`config.mk`:
```
export PLATFORM = sky130hd
export DESIGN_NAME = region_protection_config
export DESIGN_NICKNAME = d
export VERILOG_FILES = /design/src/hw/region_protection_pkg.sv /design/src/hw/region_check_if.sv /design/src/hw/region_matcher.sv /design/src/hw/region_protection_config.sv
export VERILOG_INCLUDE_DIRS = /design/src /design/src/hw
export SDC_FILE = /design/constraint.sdc
export NUM_CORES = 2
export LEC_CHECK = 0
export BUFFER_PORTS_ARGS = -buffer_cell sky130_fd_sc_hd__clkbuf_2
export CELL_PAD_IN_SITES_DETAIL_PLACEMENT = 2
export CELL_PAD_IN_SITES_GLOBAL_PLACEMENT = 2
export CORE_ASPECT_RATIO = 0.6
export CORE_MARGIN = 3
export CORE_UTILIZATION = 41
export DETAILED_ROUTE_END_ITERATION = 6
export GPL_ROUTABILITY_DRIVEN = 0
export GPL_TIMING_DRIVEN = 0
export PLACE_DENSITY = 0.88
export RECOVER_POWER = 25
export SYNTH_ARGS = -nofsm -noshare
export SYNTH_HDL_FRONTEND = slang
export SYNTH_SLANG_ARGS = --single-unit
```
`constraint.sdc`:
```
create_clock -name CLK -period 6.83 [get_ports CLK]
set_clock_uncertainty 0.2 [all_clocks]
set_input_delay 0 -clock CLK [delete_from_list [all_inputs] [get_ports CLK]]
set_output_delay 0 -clock CLK [all_outputs]
set_load 0.1 [all_outputs]
```
`src/hw/region_protection_cfg.svh`:
```
// offsets, field positions, reset values and masks of the region protection block
// assumes a 32-bit apb data path with byte addresses on the low address bits
`ifndef REGION_PROTECTION_CFG_SVH
`define REGION_PROTECTION_CFG_SVH

`define ADDR_BITS        8
`define OFS_SELECT       8'h00
`define OFS_BASE         8'h04
`define OFS_ATTR         8'h08
`define OFS_CHECK_CTRL   8'h0c
`define OFS_FAULT_STAT   8'h10
`define OFS_FAULT_ADDR   8'h14

`define BASE_VALID_BIT   4
`define BASE_ADDR_LSB    5
`define ATTR_NO_EXEC     28
`define ATTR_PERM_LSB    24
`define ATTR_SHARE       18
`define ATTR_CACHE       17
`define ATTR_BUFFER      16
`define ATTR_SRD_LSB     8
`define ATTR_SIZE_LSB    1
`define ATTR_ENABLE      0
`define ATTR_RW_MASK     32'h1707ff3f

`define SELECT_RESET     3'h0
`define CTRL_RESET       1'h0
`define STAT_W1C_BIT     0

`endif

```
`src/hw/region_protection_pkg.sv`:
```
// types shared by the region protection block and its address matcher
// assumes nothing beyond the cfg header's field layout
package region_protection_pkg;

   typedef struct packed {
      logic [26:0] base;
      logic        no_exec_bit;
      logic [2:0]  permission_code;
      logic        shareable;
      logic        cacheable;
      logic        bufferable;
      logic [7:0]  subregion_disable_mask;
      logic [4:0]  size;
      logic        enable;
   } region_s;

   typedef enum logic [1:0] {
      MEM_STRONGLY_ORDERED,
      MEM_DEVICE,
      MEM_NORMAL_WT,
      MEM_NORMAL_WB
   } mem_type_e;

   // low address bits a region of this size spans; size 31 spans everything
   function automatic logic [31:0] size_mask(input logic [4:0] size);
      logic [5:0] lim;
      lim = {1'b0, size} + 6'd1;
      size_mask = (32'h1 << lim) - 32'h1;
   endfunction

endpackage

```
`src/hw/region_check_if.sv`:
```
// carrier between the register file and the address matcher
// assumes both ends run on the same clock; the matcher is purely combinational
`timescale 1ns/10ps
`default_nettype none
interface region_check_if;
   region_protection_pkg::region_s regions [8];
   logic [31:0]                    addr;
   logic                           write;
   logic                           fetch;
   logic                           priv;
   logic                           hit;
   logic [2:0]                     idx;
   logic                           permit;

   modport cfg (output regions, addr, write, fetch, priv, input hit, idx, permit);
   modport chk (input regions, addr, write, fetch, priv, output hit, idx, permit);
endinterface
`default_nettype wire

```
`src/hw/region_matcher.sv`:
```
// address match, subregion and permission evaluation over all eight regions
// assumes the region table and access fields are stable in the cycle they are sampled
`timescale 1ns/10ps
`default_nettype none
module region_matcher (
   // tables in, verdict out
   region_check_if.chk chk
);

   logic [7:0] match;

   genvar g;
   generate
      for (g = 0; g < 8; g = g + 1) begin : g_region
         logic [31:0] mask;
         logic [5:0]  shamt;
         logic [31:0] sub_word;
         logic        in_range;
         assign mask = region_protection_pkg::size_mask(chk.regions[g].size);
         // 4GB leaves no base bits, so the region covers the whole map
         assign in_range = ((chk.addr & ~mask) == ({chk.regions[g].base, 5'h00} & ~mask));
         // eight equal slices: the top three bits inside the span pick one
         assign shamt = (chk.regions[g].size > 5'h02) ? ({1'b0, chk.regions[g].size} - 6'd2)
                                                      : 6'd0;
         assign sub_word = chk.addr >> shamt;
         assign match[g] = chk.regions[g].enable & in_range
                         & ~chk.regions[g].subregion_disable_mask[sub_word[2:0]];
      end
   endgenerate

   // fetches are checked as reads
   function automatic logic allowed(input logic [2:0] code, input logic wr, input logic pv);
      case (code)
         3'h1:    allowed = pv;
         3'h2:    allowed = pv | ~wr;
         3'h3:    allowed = 1'b1;
         3'h5:    allowed = pv & ~wr;
         3'h6:    allowed = ~wr;
         3'h7:    allowed = ~wr;
         default: allowed = 1'b0;
      endcase
   endfunction

   // the last matching region wins, so walk upward
   always_comb begin
      chk.hit = 1'b0;
      chk.idx = 3'h0;
      for (int i = 0; i < 8; i++) begin
         if (match[i]) begin
            chk.hit = 1'b1;
            chk.idx = 3'(i);
         end
      end
   end

   always_comb begin
      chk.permit = chk.hit
                 & allowed(chk.regions[chk.idx].permission_code, chk.write, chk.priv)
                 & ~(chk.fetch & chk.regions[chk.idx].no_exec_bit);
   end

endmodule // region_matcher
`default_nettype wire

```
`src/hw/region_protection_config.sv`:
```
// region protection unit: eight region register sets behind apb and an access checker
// assumes the core presents one access per cycle on the same clock and takes the
// verdict one cycle later
`timescale 1ns/10ps
`default_nettype none
`include "region_protection_cfg.svh"
module region_protection_config (
   // clock and reset
   input  wire logic                  CLK,
   input  wire logic                  RST_B,
   // apb slave
   input  wire logic                  PSEL,
   input  wire logic                  PENABLE,
   input  wire logic                  PWRITE,
   input  wire logic [`ADDR_BITS-1:0] PADDR,
   input  wire logic [31:0]           PWDATA,
   output var  logic [31:0]           PRDATA,
   output var  logic                  PREADY,
   output var  logic                  PSLVERR,
   // access from the core
   input  wire logic                  ACC_VALID,
   input  wire logic [31:0]           ACC_ADDR,
   input  wire logic                  ACC_WRITE,
   input  wire logic                  ACC_FETCH,
   input  wire logic                  ACC_PRIV,
   // verdict, one cycle after the access
   output var  logic                  ACC_DONE,
   output var  logic                  ACC_HIT,
   output var  logic [2:0]            ACC_REGION,
   output var  logic [1:0]            ACC_MEM_TYPE,
   output var  logic                  ACC_SHAREABLE,
   output var  logic                  FATAL_FAULT
);

   region_check_if chk_if ();

   region_protection_pkg::region_s   regions_reg [8];
   logic [2:0]                       region_number_select_reg;
   logic                             check_enable_reg;
   logic                             fault_seen_reg;
   logic [2:0]                       fault_kind_reg;
   logic [31:0]                      fault_addr_reg;
   logic [31:0]                      prdata_reg;
   logic                             pready_reg;
   logic                             pslverr_reg;
   logic                             done_reg;
   logic                             hit_reg;
   logic [2:0]                       region_reg;
   region_protection_pkg::mem_type_e mem_type_reg;
   logic                             share_reg;
   logic                             fault_reg;

   logic                             setup;
   logic                             wr_commit;
   logic                             mapped;
   logic [31:0]                      rdata_next;
   logic [2:0]                       base_target;
   logic                             acc_fault;
   logic                             fault_clear;
   region_protection_pkg::region_s   sel_region;

   // apb decode
   assign setup     = PSEL & ~PENABLE & ~pready_reg;
   assign wr_commit = PSEL & PENABLE & pready_reg & PWRITE & mapped;

   always_comb begin
      case (PADDR)
         `OFS_SELECT:     mapped = 1'b1;
         `OFS_BASE:       mapped = 1'b1;
         `OFS_ATTR:       mapped = 1'b1;
         `OFS_CHECK_CTRL: mapped = 1'b1;
         `OFS_FAULT_STAT: mapped = 1'b1;
         `OFS_FAULT_ADDR: mapped = 1'b1;
         default:         mapped = 1'b0;
      endcase
   end

   // no wait state: ready is registered from the setup cycle, so read data and ready both leave flip-flops
   always_ff @(posedge CLK or negedge RST_B) begin
      if (!RST_B) begin
         pready_reg <= 1'b0;
      end else begin
         pready_reg <= setup;
      end
   end

   // unmapped offsets answer with an error and no data
   always_ff @(posedge CLK or negedge RST_B) begin
      if (!RST_B) begin
         pslverr_reg <= 1'b0;
      end else begin
         pslverr_reg <= setup & ~mapped;
      end
   end

   // data stands only in the access cycle, so a stale read never lingers on the bus
   always_ff @(posedge CLK or negedge RST_B) begin
      if (!RST_B) begin
         prdata_reg <= 32'h0;
      end else if (setup && !PWRITE && mapped) begin
         prdata_reg <= rdata_next;
      end else begin
         prdata_reg <= 32'h0;
      end
   end

   // region select and base targeting
   assign sel_region  = regions_reg[region_number_select_reg];
   assign base_target = PWDATA[`BASE_VALID_BIT] ? PWDATA[2:0]
                                                : region_number_select_reg;

   // only the low three bits are kept, so the select cannot leave 0..7
   // a select write and a base write with valid set both move it
   always_ff @(posedge CLK or negedge RST_B) begin
      if (!RST_B) begin
         region_number_select_reg <= `SELECT_RESET;
      end else if (wr_commit && PADDR == `OFS_SELECT) begin
         region_number_select_reg <= PWDATA[2:0];
      end else if (wr_commit && PADDR == `OFS_BASE && PWDATA[`BASE_VALID_BIT]) begin
         region_number_select_reg <= PWDATA[2:0];
      end
   end

   // region tables
   // each region keeps its own set; only the targeted one takes a write
   genvar g;
   generate
      for (g = 0; g < 8; g = g + 1) begin : g_table
         always_ff @(posedge CLK or negedge RST_B) begin
            if (!RST_B) begin
               regions_reg[g] <= '0;
            end else if (wr_commit && PADDR == `OFS_BASE && base_target == 3'(g)) begin
               // full base kept; bits under the region size are hidden on read
               regions_reg[g].base <= PWDATA[31:`BASE_ADDR_LSB];
            end else if (wr_commit && PADDR == `OFS_ATTR && region_number_select_reg == 3'(g)) begin
               regions_reg[g].no_exec_bit            <= PWDATA[`ATTR_NO_EXEC];
               regions_reg[g].permission_code        <= PWDATA[`ATTR_PERM_LSB +: 3];
               regions_reg[g].shareable              <= PWDATA[`ATTR_SHARE];
               regions_reg[g].cacheable              <= PWDATA[`ATTR_CACHE];
               regions_reg[g].bufferable             <= PWDATA[`ATTR_BUFFER];
               regions_reg[g].subregion_disable_mask <= PWDATA[`ATTR_SRD_LSB +: 8];
               regions_reg[g].size                   <= PWDATA[`ATTR_SIZE_LSB +: 5];
               regions_reg[g].enable                 <= PWDATA[`ATTR_ENABLE];
            end
         end
      end
   endgenerate

   // read mux
   always_comb begin
      rdata_next = 32'h0;
      case (PADDR)
         `OFS_SELECT: begin
            rdata_next[2:0] = region_number_select_reg;
         end
         `OFS_BASE: begin
            // valid reads zero; region field shows the select
            rdata_next = {sel_region.base, 5'h00}
                       & ~region_protection_pkg::size_mask(sel_region.size);
            rdata_next[2:0] = region_number_select_reg;
         end
         `OFS_ATTR: begin
            rdata_next[`ATTR_NO_EXEC]          = sel_region.no_exec_bit;
            rdata_next[`ATTR_PERM_LSB +: 3]    = sel_region.permission_code;
            rdata_next[`ATTR_SHARE]            = sel_region.shareable;
            rdata_next[`ATTR_CACHE]            = sel_region.cacheable;
            rdata_next[`ATTR_BUFFER]           = sel_region.bufferable;
            rdata_next[`ATTR_SRD_LSB +: 8]     = sel_region.subregion_disable_mask;
            rdata_next[`ATTR_SIZE_LSB +: 5]    = sel_region.size;
            rdata_next[`ATTR_ENABLE]           = sel_region.enable;
            rdata_next = rdata_next & `ATTR_RW_MASK;
         end
         `OFS_CHECK_CTRL: begin
            rdata_next[0] = check_enable_reg;
         end
         `OFS_FAULT_STAT: begin
            rdata_next[3:0] = {fault_kind_reg, fault_seen_reg};
         end
         `OFS_FAULT_ADDR: begin
            rdata_next = fault_addr_reg;
         end
         default: begin
            rdata_next = 32'h0;
         end
      endcase
   end

   // checking control
   // off after reset, so software can fill the table before faults start
   always_ff @(posedge CLK or negedge RST_B) begin
      if (!RST_B) begin
         check_enable_reg <= `CTRL_RESET;
      end else if (wr_commit && PADDR == `OFS_CHECK_CTRL) begin
         check_enable_reg <= PWDATA[0];
      end
   end

   // hand the table and the access to the matcher
   generate
      for (g = 0; g < 8; g = g + 1) begin : g_feed
         assign chk_if.regions[g] = regions_reg[g];
      end
   endgenerate
   assign chk_if.addr  = ACC_ADDR;
   // a fetch is judged as a read, whatever the store flag says
   assign chk_if.write = ACC_WRITE & ~ACC_FETCH;
   assign chk_if.fetch = ACC_FETCH;
   assign chk_if.priv  = ACC_PRIV;

   region_matcher u_matcher (
      .chk (chk_if)
   );

   // no matching region or missing right fault alike; a disabled subregion counts as no match, so a lower region may still take the access
   assign acc_fault   = ACC_VALID & check_enable_reg & ~chk_if.permit;
   assign fault_clear = wr_commit && PADDR == `OFS_FAULT_STAT && PWDATA[`STAT_W1C_BIT];

   // sticky fault flag; a new fault beats a clear in the same cycle
   always_ff @(posedge CLK or negedge RST_B) begin
      if (!RST_B) begin
         fault_seen_reg <= 1'b0;
      end else if (acc_fault) begin
         fault_seen_reg <= 1'b1;
      end else if (fault_clear) begin
         fault_seen_reg <= 1'b0;
      end
   end

   // kind and address of the latest fault
   always_ff @(posedge CLK or negedge RST_B) begin
      if (!RST_B) begin
         fault_kind_reg <= 3'h0;
         fault_addr_reg <= 32'h0;
      end else if (acc_fault) begin
         fault_kind_reg <= {ACC_PRIV, ACC_FETCH, ACC_WRITE};
         fault_addr_reg <= ACC_ADDR;
      end
   end

   // verdict strobe, one cycle after every access
   always_ff @(posedge CLK or negedge RST_B) begin
      if (!RST_B) begin
         done_reg <= 1'b0;
      end else begin
         done_reg <= ACC_VALID;
      end
   end

   // fault strobe stands beside the verdict strobe
   always_ff @(posedge CLK or negedge RST_B) begin
      if (!RST_B) begin
         fault_reg <= 1'b0;
      end else begin
         fault_reg <= acc_fault;
      end
   end

   // no hit is reported while checking is off
   always_ff @(posedge CLK or negedge RST_B) begin
      if (!RST_B) begin
         hit_reg <= 1'b0;
      end else begin
         hit_reg <= ACC_VALID & check_enable_reg & chk_if.hit;
      end
   end

   // region reads zero between accesses
   always_ff @(posedge CLK or negedge RST_B) begin
      if (!RST_B) begin
         region_reg <= 3'h0;
      end else begin
         region_reg <= ACC_VALID ? chk_if.idx : 3'h0;
      end
   end

   // memory type of the winning region; it holds until the next access
   always_ff @(posedge CLK or negedge RST_B) begin
      if (!RST_B) begin
         mem_type_reg <= region_protection_pkg::MEM_STRONGLY_ORDERED;
      end else if (ACC_VALID && check_enable_reg && chk_if.hit) begin
         if (!regions_reg[chk_if.idx].cacheable) begin
            mem_type_reg <= regions_reg[chk_if.idx].bufferable
                          ? region_protection_pkg::MEM_DEVICE
                          : region_protection_pkg::MEM_STRONGLY_ORDERED;
         end else begin
            // normal memory, never write-allocate
            mem_type_reg <= regions_reg[chk_if.idx].bufferable
                          ? region_protection_pkg::MEM_NORMAL_WB
                          : region_protection_pkg::MEM_NORMAL_WT;
         end
      end else if (ACC_VALID) begin
         mem_type_reg <= region_protection_pkg::MEM_STRONGLY_ORDERED;
      end
   end

   // non-cacheable types are always shared, whatever the shareable bit says
   always_ff @(posedge CLK or negedge RST_B) begin
      if (!RST_B) begin
         share_reg <= 1'b1;
      end else if (ACC_VALID && check_enable_reg && chk_if.hit) begin
         share_reg <= ~regions_reg[chk_if.idx].cacheable | regions_reg[chk_if.idx].shareable;
      end else if (ACC_VALID) begin
         share_reg <= 1'b1;
      end
   end

   // outputs
   assign PRDATA        = prdata_reg;
   assign PREADY        = pready_reg;
   assign PSLVERR       = pslverr_reg;
   assign ACC_DONE      = done_reg;
   assign ACC_HIT       = hit_reg;
   assign ACC_REGION    = region_reg;
   assign ACC_MEM_TYPE  = mem_type_reg;
   assign ACC_SHAREABLE = share_reg;
   assign FATAL_FAULT   = fault_reg;

endmodule // region_protection_config
`default_nettype wire

```
==> out/results.ini, run 1 <==
[logic_synthesis]
synth_edf_count = 0
syn-mean-instance-area_um2 = 8.725
synth_top_cell_area_share = 0.2630
ys.flop_type = dfrtp_1
yosysSeqAreaShare = 0.2635
synth_nets = 5196
synth_warnings = 0
synth.distinct_cells = 124
mappedNetlistArea_um2 = 44350
yosysMostFrequentCell = nand2_1
netlist_top_cells_area = dfrtp_1, mux2_2, mux4_2, mux2i_1, nand2_1
yosys-top-cells-count = nand2_1, dfrtp_1, mux2_2
synthCells = 5083
synth_top_area_cell = dfrtp_1
async_flop_share = 1.000
synth_seq_cells = 467

[global_routing]
grt_max_degree = 115
grt_use_total = 0.7696
grt_overflow = 191

[die]
start_util = 0.4179
num_io_pins = 124
num_rows = 92
dieWidth_um = 430.6
die_h_um = 260.8

[place]
port_buffers = 112
post-place-ws_ps = -2602
dpl-instance-area_um2 = 46900
hpwlAfterDp_um = 234200

[clock_tree]
htreeDepth = 2
numCtsBuffers = 50
clock-sinks = 467
cts_buffer_depth = 3
cts-root-buf = clkbuf_16

[status]
error = [ERROR GRT-0232] Routing congestion too high. Check the congestion heatmap in the GUI.
stop_stage = global routing
status = aborted with a tool error

==> cell families after synthesis <==
family	share of synthesized area
compound gates	0.2185
xor+xnor	0.05925
fa+ha+maj	0.009028
buf+inv	0.05499
flops	0.2635
mux	0.2211
simple gates	0.1736
==> metal layers <==
layer  overflow  track usage
met1         10       0.7721
met2         83       0.8531
met3         15       0.7208
met4         82       0.6988
met5          1       0.6182
==> per-stage QoR <==
| step | cells | hold slack (ps) | TNS (ps) | util |
|---|---|---|---|---|
| after floorplan | 5083 | -495.6 | 0 | - |
| after global placement | 6605 | 55.29 | -2600180 | 0.4398 |
| after detailed placement | 6614 | -58.52 | -97820 | 0.4419 |
| after CTS | 6785 | 18.84 | -7.867 | 0.4728 |
==> timing repair <==
| action | 4_1_cts |
|---|---|
| setup endpoints to repair | 44 |
| pin swaps | 28 |
| setup buffers | 40 |
| gates resized for setup | 219 |
| hold buffers | 55 |
| hold endpoints to repair | 509 |
==> inputs of run 2 (changes only) <==
--- a/config.mk
+++ b/config.mk
@@ -7,15 +7,12 @@
 export NUM_CORES = 2
 export LEC_CHECK = 0
 export BUFFER_PORTS_ARGS = -buffer_cell sky130_fd_sc_hd__clkbuf_2
-export CELL_PAD_IN_SITES_DETAIL_PLACEMENT = 2
-export CELL_PAD_IN_SITES_GLOBAL_PLACEMENT = 2
-export CORE_ASPECT_RATIO = 0.6
 export CORE_MARGIN = 3
-export CORE_UTILIZATION = 41
+export CORE_UTILIZATION = 32
 export DETAILED_ROUTE_END_ITERATION = 6
 export GPL_ROUTABILITY_DRIVEN = 0
 export GPL_TIMING_DRIVEN = 0
-export PLACE_DENSITY = 0.88
+export PLACE_DENSITY_LB_ADDON = 0.15
 export RECOVER_POWER = 25
 export SYNTH_ARGS = -nofsm -noshare
 export SYNTH_HDL_FRONTEND = slang
==> out/results.ini, run 2 <==
[logic_synthesis]
synth_edf_count = 0  ; unchanged
synth_top_cell_area_share = 0.2630  ; unchanged
mappedNetlistArea_um2 = 44350  ; unchanged
synth_top_area_cell = dfrtp_1
ys.flop_type = dfrtp_1
synth_seq_cells = 467  ; unchanged
synth_nets = 5196  ; unchanged
synthCells = 5083  ; unchanged
yosys-top-cells-count = nand2_1, dfrtp_1, mux2_2
netlist_top_cells_area = dfrtp_1, mux2_2, mux4_2, mux2i_1, nand2_1
syn-mean-instance-area_um2 = 8.725  ; unchanged
async_flop_share = 1.000  ; unchanged
synth_warnings = 0  ; unchanged
yosysMostFrequentCell = nand2_1
yosysSeqAreaShare = 0.2635  ; unchanged
synth.distinct_cells = 124  ; unchanged

[final_layout]
final_cell_mix = nand2_1, dfrtp_1, mux2_2
final_common_cell = nand2_1
final_area_um2 = 51120
area_growth_pct = 15.26
nets = 5467
largest_reg_flops = 384
drive_above_1_share = 0.2218
final_util = 0.3745

[power]
powerDensity_nw_per_um2 = 138.9
total_power_mw = 7.101
p_leak_nw = 21.18
peakVddDrop_mv = 0.2015

[setup_path]
worstPathRequired_ps = 7220
cp_max_fo = 10
endpoint_kind = flip-flop
worstSetupPathType = input pin to flip-flop
arrival_ps = 7300
start_kind = input pin

[route]
drt_wl_total_um = 259700
antenna_left = 0
drtIter0Drc = 8534
drt_pass1_iterations = 7
vias = 48620
drc = 14
vias_per_cell = 6.751
wl_per_cell_um = 36.05

[clock_tree]
clock-sinks = 467  ; unchanged
htreeDepth = 2  ; unchanged
numCtsBuffers = 57  ; +14%
clk_latency_ps = 730
cts_buffer_depth = 3  ; unchanged
clk_pin_slew_ps = 60
cts_tree = yes
cts-root-buf = clkbuf_16

[place]
hpwlAfterDp_um = 193800  ; -17%
port_buffers = 112  ; unchanged
dpl-instance-area_um2 = 47480  ; +1.2%

[timing]
slew_headroom = -1.294
finalCritPeriodShare = 1.011
max_freq_ghz = 0.1448
period_minus_slack_ps = 6905
fin_setup_tns_ps = -1599
slew_violations = 271
hold_slack_ps = 90.16
fin_ws_ps = -75.37
setup_viol = 33
worst_pin_slew_ps = 3441
hold_viol_final = 0

[die]
num_rows = 135  ; +47%
dieArea_um2 = 143100
num_io_pins = 124  ; unchanged
start_util = 0.3249  ; -0.09292
dieWidth_um = 378.3  ; -12%
die_h_um = 378.3  ; +45%
core_area_um2 = 136500

[global_routing]
antenna_found_initial = 23
grt_pass1_wl_um = 356700
grt_use_total = 0.3499
first_global_vias = 44530
grt_max_degree = 91
grt_overflow = 0

[worst_hold_path]
min_path_type = input pin to flip-flop

[status]
status = finished with violations
violations = design-rule violations, max-capacitance violations, max-slew violations, negative setup slack

[flow_run]
maxCapViolations = 12

-- run 2: path summary, 6_finish.rpt --
check                                                    from                               to  slack [ps]  cells after the start
min in group asynchronous                               RST_B  chk_if.regions[338]$_DFFE_PN0P_        1070                      4
worst max-delay path                             ACC_ADDR[23]   fault_addr_reg[18]$_DFFE_PN0P_         -80                     20
worst min register to register    ACC_MEM_TYPE[1]$_DFFE_PN0P_      ACC_MEM_TYPE[1]$_DFFE_PN0P_         290                      1
worst max register to register  chk_if.regions[2]$_DFFE_PN0P_   fault_addr_reg[18]$_DFFE_PN0P_         -40                     26
worst min-delay path                                ACC_VALID          ACC_REGION[1]$_DFF_PN0_          90                      4
max in group asynchronous                               RST_B  chk_if.regions[324]$_DFFE_PN0P_         880                      5
-- run 2: kinds of logic (layout without fill, tap and decap cells) --
family / after synthesis / count (layout) / synth area share
other cells: 0 / 21 / 0
simple gates: 1583 / 1583 / 0.1736
compound gates: 1364 / 1365 / 0.2185
flops: 467 / 467 / 0.2635
buf+inv: 578 / 895 / 0.05499
xor+xnor: 300 / 300 / 0.05925
fa+ha+maj: 32 / 32 / 0.009028
mux: 759 / 759 / 0.2211
-- run 2: worst max-delay path, stage by stage --
cell	delay, ps
clkbuf_2	120
clkbuf_1	1100
clkbuf_2	760
buf_1	1040
mux4_2	460
and2_1	140
a311oi_1	60
o21bai_1	260
nand3_4	220
mux2i_1	320
mux2i_2	220
mux2i_2	270
nand4_1	420
and4_2	470
a221oi_2	190
a21oi_1	140
o311ai_4	340
buf_12	180
buf_6	200
mux2_4	320
-- run 2: timing repair --
action / 4_1_cts / 5_1_grt
hold endpoints to repair: 671 / 0
hold buffers: 63 / 0
cloned: 0 / 2
gates resized for setup: 67 / 156
buffers inserted: 21 / 23
endpoints found under the setup margin: 43 / 40
pin swaps: 13 / 20
-- run 2: power by group --
group          total, mW  switching, mW  leakage, nW  internal (mW)
Combinational      0.937          0.712         13.8          0.225
Sequential          2.78        0.00578         6.43           2.77
Clock               3.39           1.45        0.988           1.93
Total               7.10           2.17         21.2           4.93
-- run 2: cell type report --
cell class                 instances  area (um^2)
clock buffer                      81         1668
tap                             1781         2228
fill                           13970        85360
multi-input combinational       4039        30770
buffer                           477         2196
clock inverter                    25        356.6
sequential                       467        11690
timing repair buffer             232         1834
inverter                          80        319.1
antenna                           21        52.55
-- run 2: metrics by stage --
| stage | setup slack (ps) | std cells |
|---|---|---|
| floorplan | 701.5 | 5083 |
| global placement | -6329 | 6976 |
| detailed placement | -1903 | 6988 |
| CTS | 3.365 | 7168 |
| global route | -5.112 | 7185 |
| finish | -75.37 | 7203 |
-- run 2: metal layers --
metal	wire, um	vias to the layer above	track usage
met1	99610	23990	0.4466
met5	46	-	0
met4	21810	4	0.2303
met2	102100	3990	0.4828
li1	-	19670	-
met3	36160	975	0.1404
No activity file was read; power rests on OpenSTA's default activity.
